<file path="config.mk">
export PLATFORM = sky130hd
export DESIGN_NAME = dhbp_host_port
export DESIGN_NICKNAME = d
export VERILOG_FILES = /design/src/design/dhbp_pin_sync.v /design/src/design/dhbp_host_port.v
export VERILOG_INCLUDE_DIRS = /design/src /design/src/pkg
export SDC_FILE = /design/constraint.sdc
export NUM_CORES = 1
export LEC_CHECK = 0
export ABC_AREA = 0
export BUFFER_PORTS_ARGS = -buffer_cell sky130_fd_sc_hd__buf_4
export CAP_MARGIN = 20
export CORE_ASPECT_RATIO = 1.75
export CORE_MARGIN = 2
export CORE_UTILIZATION = 52
export CTS_BUF_LIST = sky130_fd_sc_hd__clkbuf_4
export DETAILED_ROUTE_END_ITERATION = 6
export GPL_ROUTABILITY_DRIVEN = 0
export PLACE_DENSITY = 0.78
export SLEW_MARGIN = 20
export SYNTH_ARGS = -nofsm -noshare
export SYNTH_HDL_FRONTEND = slang
export SYNTH_SLANG_ARGS = --single-unit
export TNS_END_PERCENT = 30
</file>
<file path="constraint.sdc">
create_clock -name clk_sys -period 1.7 [get_ports clk_sys]
set_input_delay 0.085 -clock clk_sys [delete_from_list [all_inputs] [get_ports clk_sys]]
set_output_delay 0.085 -clock clk_sys [all_outputs]
set_load 0.05 [all_outputs]
</file>
<file path="src/pkg/dhbp_map.vh">
// Constants for the dual style host bus port
`ifndef DHBP_MAP_VH
`define DHBP_MAP_VH
`define DHBP_DATA_W      8
`define DHBP_ADDR_W      3
`define DHBP_CHAN_W      2
`define DHBP_CS_W        4
`define DHBP_SYNC_W      18
// Style, strobes and selects idle high; address and data low
`define DHBP_SYNC_INIT   18'h3F800
`define DHBP_STYLE_SEP   1'b1
`define DHBP_DIR_READ    1'b1
`define DHBP_CHAN_FIRST  2'h0
`define DHBP_CHAN_SECOND 2'h1
`define DHBP_CHAN_THIRD  2'h2
`define DHBP_CHAN_FOURTH 2'h3
`define DHBP_BYTE_ZERO   8'h00
`define DHBP_ADDR_ZERO   3'h0
// Bit positions inside the synchronised pin vector
`define DHBP_POS_DATA_LO 0
`define DHBP_POS_DATA_HI 7
`define DHBP_POS_ADDR_LO 8
`define DHBP_POS_ADDR_HI 10
`define DHBP_POS_CS_LO   11
`define DHBP_POS_CS_HI   14
`define DHBP_POS_WR      15
`define DHBP_POS_RD      16
`define DHBP_POS_STYLE   17
`endif

</file>
<file path="src/design/dhbp_pin_sync.v">
// Two-stage synchroniser for the host bus pins
`timescale 1ns/1ps
`default_nettype none
module dhbp_pin_sync #(
  parameter WIDTH = 1,
  parameter [WIDTH-1:0] INIT = {WIDTH{1'b0}}
) (
  input  wire             clk_sys,
  input  wire             arst_n,
  input  wire             clkEn,
  input  wire [WIDTH-1:0] pinIn,
  output reg  [WIDTH-1:0] pinSync
);
  reg [WIDTH-1:0] meta_r;

  // Stage one feeds stage two only
  always @(posedge clk_sys or negedge arst_n) begin
    if (!arst_n) begin
      meta_r  <= INIT;
      pinSync <= INIT;
    end else if (clkEn) begin
      meta_r  <= pinIn;
      pinSync <= meta_r;
    end
  end
endmodule // dhbp_pin_sync
`default_nettype wire

</file>
<file path="src/design/dhbp_host_port.v">
// Host bus port: pin decode, strobe edges, register access requests
`timescale 1ns/1ps
`default_nettype none
`include "dhbp_map.vh"
module dhbp_host_port (
  input  wire                     clk_sys,
  input  wire                     arst_n,
  input  wire                     clkEn,
  // Host pins
  input  wire                     busStyleSel,
  input  wire                     read_strobe_n,
  input  wire                     write_strobe_n,
  input  wire                     chan_first_select_n,
  input  wire                     chan_second_select_n,
  input  wire                     chan_third_select_n,
  input  wire                     chan_fourth_select_n,
  input  wire [`DHBP_ADDR_W-1:0]  hostAddr,
  input  wire [`DHBP_DATA_W-1:0]  hostDataIn,
  output reg  [`DHBP_DATA_W-1:0]  hostDataOut,
  output reg                      hostDataOe_n,
  // Channel register side
  output reg                      regRdReq,
  output reg                      regWrReq,
  output reg  [`DHBP_CHAN_W-1:0]  regChan,
  output reg  [`DHBP_ADDR_W-1:0]  regAddr,
  output reg  [`DHBP_DATA_W-1:0]  regWrData,
  input  wire [`DHBP_DATA_W-1:0]  regRdData
);
  localparam [1:0] ST_IDLE = 2'h0;
  localparam [1:0] ST_READ = 2'h1;
  localparam [1:0] ST_WAIT = 2'h2;

  wire [`DHBP_SYNC_W-1:0] pinSync;
  reg  [1:0]              state_r;
  reg  [1:0]              state_nxt;
  reg                     rdPrev_r;
  reg                     wrPrev_r;
  reg                     csPrev_r;
  reg  [`DHBP_CHAN_W-1:0] chanHeld_r;
  reg  [`DHBP_ADDR_W-1:0] addrHeld_r;

  // Pins come from another domain
  dhbp_pin_sync #(
    .WIDTH (`DHBP_SYNC_W),
    .INIT  (`DHBP_SYNC_INIT)
  ) uSync (
    .clk_sys (clk_sys),
    .arst_n  (arst_n),
    .clkEn   (clkEn),
    .pinIn   ({busStyleSel, read_strobe_n, write_strobe_n,
               chan_fourth_select_n, chan_third_select_n,
               chan_second_select_n, chan_first_select_n,
               hostAddr, hostDataIn}),
    .pinSync (pinSync)
  );

  wire                    styleSep = pinSync[`DHBP_POS_STYLE];
  wire                    rdN      = pinSync[`DHBP_POS_RD];
  wire                    wrN      = pinSync[`DHBP_POS_WR];
  wire [`DHBP_CS_W-1:0]   csN      =
    pinSync[`DHBP_POS_CS_HI:`DHBP_POS_CS_LO];
  wire [`DHBP_ADDR_W-1:0] addrS    =
    pinSync[`DHBP_POS_ADDR_HI:`DHBP_POS_ADDR_LO];
  wire [`DHBP_DATA_W-1:0] dataS    =
    pinSync[`DHBP_POS_DATA_HI:`DHBP_POS_DATA_LO];

  // Channel decode for both styles; top bit flags a selected channel
  function [`DHBP_CHAN_W:0] chanDecode;
    input                  sep;
    input [`DHBP_CS_W-1:0] cs;
    begin
      if (sep == `DHBP_STYLE_SEP) begin
        // Lowest select wins if the host drops several at once
        if (!cs[0])
          chanDecode = {1'b1, `DHBP_CHAN_FIRST};
        else if (!cs[1])
          chanDecode = {1'b1, `DHBP_CHAN_SECOND};
        else if (!cs[2])
          chanDecode = {1'b1, `DHBP_CHAN_THIRD};
        else if (!cs[3])
          chanDecode = {1'b1, `DHBP_CHAN_FOURTH};
        else
          chanDecode = {1'b0, `DHBP_CHAN_FIRST};
      end else begin
        // Fourth select is not looked at here
        chanDecode = {~cs[0], cs[2], cs[1]};
      end
    end
  endfunction

  wire [`DHBP_CHAN_W:0]   decoded = chanDecode(styleSep, csN);
  wire                    chanHit = decoded[`DHBP_CHAN_W];
  wire [`DHBP_CHAN_W-1:0] chanNow = decoded[`DHBP_CHAN_W-1:0];

  // Separate-strobe style events
  wire sepRdStart = styleSep & chanHit & rdPrev_r & ~rdN;
  wire sepRdLive  = chanHit & ~rdN;
  wire sepWrEnd   = styleSep & chanHit & ~wrPrev_r & wrN;
  // Direction-line style: select is the strobe, write line the direction
  wire dirRead    = wrN == `DHBP_DIR_READ;
  wire dirRdStart = ~styleSep & chanHit & csPrev_r & dirRead;
  wire dirRdLive  = chanHit & dirRead;
  wire dirWrEnd   = ~styleSep & ~csPrev_r & ~chanHit & ~dirRead;
  wire rdStart    = sepRdStart | dirRdStart;
  wire rdLive     = styleSep ? sepRdLive : dirRdLive;
  wire wrEnd      = sepWrEnd | dirWrEnd;

  always @* begin
    state_nxt = state_r;
    case (state_r)
      ST_IDLE: begin
        if (rdStart)
          state_nxt = ST_READ;
      end
      ST_READ: begin
        state_nxt = ST_WAIT;
      end
      ST_WAIT: begin
        // Read ends when the strobe or select lifts, or in direction style when the write line drops
        if (!rdLive)
          state_nxt = ST_IDLE;
      end
      default: begin
        state_nxt = ST_IDLE;
      end
    endcase
  end

  always @(posedge clk_sys or negedge arst_n) begin
    if (!arst_n) begin
      state_r      <= ST_IDLE;
      rdPrev_r     <= 1'b1;
      wrPrev_r     <= 1'b1;
      csPrev_r     <= 1'b1;
      chanHeld_r   <= `DHBP_CHAN_FIRST;
      addrHeld_r   <= `DHBP_ADDR_ZERO;
      hostDataOut  <= `DHBP_BYTE_ZERO;
      hostDataOe_n <= 1'b1;
      regRdReq     <= 1'b0;
      regWrReq     <= 1'b0;
      regChan      <= `DHBP_CHAN_FIRST;
      regAddr      <= `DHBP_ADDR_ZERO;
      regWrData    <= `DHBP_BYTE_ZERO;
    end else if (clkEn) begin
      state_r  <= state_nxt;
      rdPrev_r <= rdN;
      wrPrev_r <= wrN;
      csPrev_r <= ~chanHit;
      regRdReq <= 1'b0;
      regWrReq <= 1'b0;
      // Direction style keeps the address seen while selected,
      // since the select rising removes the channel decode
      if (chanHit) begin
        chanHeld_r <= chanNow;
        addrHeld_r <= addrS;
      end
      if (rdStart) begin
        regRdReq <= 1'b1;
        regChan  <= chanNow;
        regAddr  <= addrS;
      end
      if (wrEnd) begin
        regWrReq  <= 1'b1;
        regChan   <= styleSep ? chanNow : chanHeld_r;
        regAddr   <= styleSep ? addrS : addrHeld_r;
        regWrData <= dataS;
      end
      // Read data taken the cycle the request stands
      if (state_r == ST_READ)
        hostDataOut <= regRdData;
      // Drive from the request cycle so the byte is on the bus well
      // before the host's rising edge; bounded by the read only
      hostDataOe_n <= ~((state_nxt == ST_READ) |
                        (state_nxt == ST_WAIT));
    end
  end
endmodule // dhbp_host_port
`default_nettype wire

</file>
==> results.cfg <==
[run_status]
status = complete, but fails checks
violations = setup timing

[hold_path]
hp-class = primary input to flip-flop

[drt]
wl_met1_um = 2210
antenna_left = 0
wl_um = 5820
drt-wirelength-per-cell_um = 15.2
top_layer_used = met4
vias_per_cell = 5.14
dr_total_vias = 1965
wl_met2_um = 3310
remaining_drc_errors = 0
drt_first_pass_iters = 4
wl_met3_um = 200
drtIter0Drc = 38

[pwr]
leakagePower_uw = 0.00183
ir_drop_mv = 0.952
cellPowerDensity_nw_per_um2 = 1470

[finish]
antennaDiodeCount = 0
utilization_pct = 73.0
layout_common_cells = 69 x buf_4, 52 x dfrtp_1, 51 x mux2_2
fillCellCount = 388
drive_gt1_share_pct = 57.5
final_common_cell = buf_4
seq_area_sq_um = 1770
nets = 330
multi_input_area_sq_um = 1120
syn_to_final_growth_pct = 37.8

[timing]
worst_slew_pin_slew_ps = 457
final-max-slew-violation-count = 0
fin_worst_skew_ps = 16.4
hold_violations = 0
slew_headroom_pct = 69.5
clock.fmax_ghz = 0.566
finalSetupTns_ps = -360
min_period_ps = 1770
fin_ws_ps = -67.4
rsz0062_at_grt = yes
setup_viol = 13
period_share_pct = 104

[yosys]
ys_warn_count = 0
synth_area_sq_um = 2910
synth.distinct_cells = 32
syn_nets = 228
avgSynthCellArea_sq_um = 14.6
synth_top_area_share_pct = 44.7
syn_inst = 199
ys_seq_elements = 70
synth_top_cell_by_area = dfrtp_1
synthTopCellsByArea = dfrtp_1 45%, mux2_2 24%, dfstp_2 16%
seq_area_frac_synth_pct = 60.9

[clock_tree]
cts_root_buf = clkbuf_4
cts_tree = built
numCtsBuffers = 9
cts.clk_slew.worst_paths_ps = 120
ctsLongestPathBuffers = 2
h-tree-depth = 3
clkLatencyLatePin_ps = 410
cts_num_sinks = 70

[placement]
port_buffers = 52
place_hpwl_um = 3760

[floorplan]
coreArea_sq_um = 5500
io_pins = 53
die_x_um = 60.6
rows = 36
chipHeight_um = 103
dieArea_sq_um = 6240
initial_utilization_pct = 53.0

[setup_path]
cp_num_buf_inv = 1
arrival_ps = 2070
critPathSlowestCell = dfstp_2
critPathMaxFanout = 6
slowest_delay_ps = 590
startpoint_type = flip-flop
cp.required_ps = 2000
path_class = flip-flop to flip-flop
endpoint_kind = flip-flop
crit_family = flip-flops
crit_chain = nand4_1, and3_4, a32oi_4, clkbuf_16, mux2_4

[grt]
grt_overflow_total = 0
antenna_found_initial = 0
grt_max_degree = 41
grt_pass1_vias = 1942
track_usage_pct = 20.3
grt_pass1_wl_um = 9110

[flow_run]
maxCapViolCount = 0
worst register-to-register path: stages, from the launching register on:
cell and delay, ps:
dfstp_2 590, nand4_1 110, and3_4 220, a32oi_4 250
clkbuf_16 200, mux2_4 300
metrics by stage:
step	total power [uW]	std cells	worst slack [ps]	instance area [sq um]	hold slack (ps)
final	5910	382	-67.4	4010	62.0
after global routing	6190	382	-117	4010	58.5
after CTS	5840	380	-59.2	3940	40.0
after detailed placement	4720	337	-59.4	3510	51.5
after global placement	4660	337	-10.4	3510	44.1
after floorplan	3940	199	-80.1	2910	-211
state kept, by name, indices dropped and copies added (netlist names):
register / flops
csPrev_r: 1
regRdReq: 1
uSync.meta_r: 18
regAddr: 3
uSync.pinSync: 18
wrPrev_r: 1
rdPrev_r: 1
regWrReq: 1
hostDataOe_n: 1
chanHeld_r: 2
addrHeld_r: 3
regChan: 2
state_r: 2
hostDataOut: 8
regWrData: 8
logic make-up after synthesis:
| family | synth area share (%) |
|---|---|
| AND/OR/NAND/NOR | 6.32 |
| buffers and inverters | 2.54 |
| multiplexers | 24.4 |
| AO/OA/AOI/OAI | 5.85 |
| flip-flops | 60.9 |
metal layers:
metal  global-route usage [%]  vias to the layer above
met4                     8.53                        0
met2                     34.7                       47
met5                        0                        -
li1                         -                      922
met3                     5.65                       14
met1                     23.2                      982
Yosys cell counts, drive strengths merged:
master and n:
and3 1, nand3 4, nand2 10, nor4b 1, nor2 1, buf 8
o221ai 2, nor4bb 2, o211ai 1, inv 6, and3b 1, o2bb2ai 1
a211o 2, mux2 63, nor3 1, a32oi 2, o21ai 7, dfrtp 52
clkbuf 1, a21oi 5, or3b 1, nand2b 4, dfstp 18, nor3b 1
nand4 2, a211oi 1, a21o 1
layout make-up:
class | count | area share, %
flip-flops and latches | 70 | 44.2
repair buffers | 100 | 21.5
clock buffers | 10 | 1.87
multi-input cells | 114 | 27.9
clock inverters | 6 | 1.56
inverters | 6 | 0.561
well taps | 76 | 2.37
path summary, 6_finish.rpt:
check	to	slack, ps	depth (start not counted)	from
worst max-delay path	regWrData[2]	-70	5	uSync.pinSync[11]
worst min-delay path	csPrev_r	60	3	clkEn
worst max register to register	regWrData[2]	-70	5	uSync.pinSync[11]
worst min register to register	chanHeld_r[1]	500	1	chanHeld_r[1]
max in group asynchronous	uSync.pinSync[17]	950	3	arst_n
min in group asynchronous	state_r[1]	140	2	arst_n
where the power goes:
part / leakage [uW] / switching (uW) / internal [uW]
logic: 0.000942 / 1430 / 1000
clock network: 0.0000801 / 589 / 463
registers: 0.000812 / 277 / 2150
total: 0.00183 / 2300 / 3610
repair_timing:
item / 4_1_cts / 5_1_grt
setup endpoints to repair: 13 / 15
buffers inserted: 0 / 1
hold endpoints to repair: 85 / 0
resized for setup: 6 / 9
pin swaps: 0 / 2
gates cloned: 0 / 1
hold buffers: 27 / 0
Power figures use the tool's default switching activity.
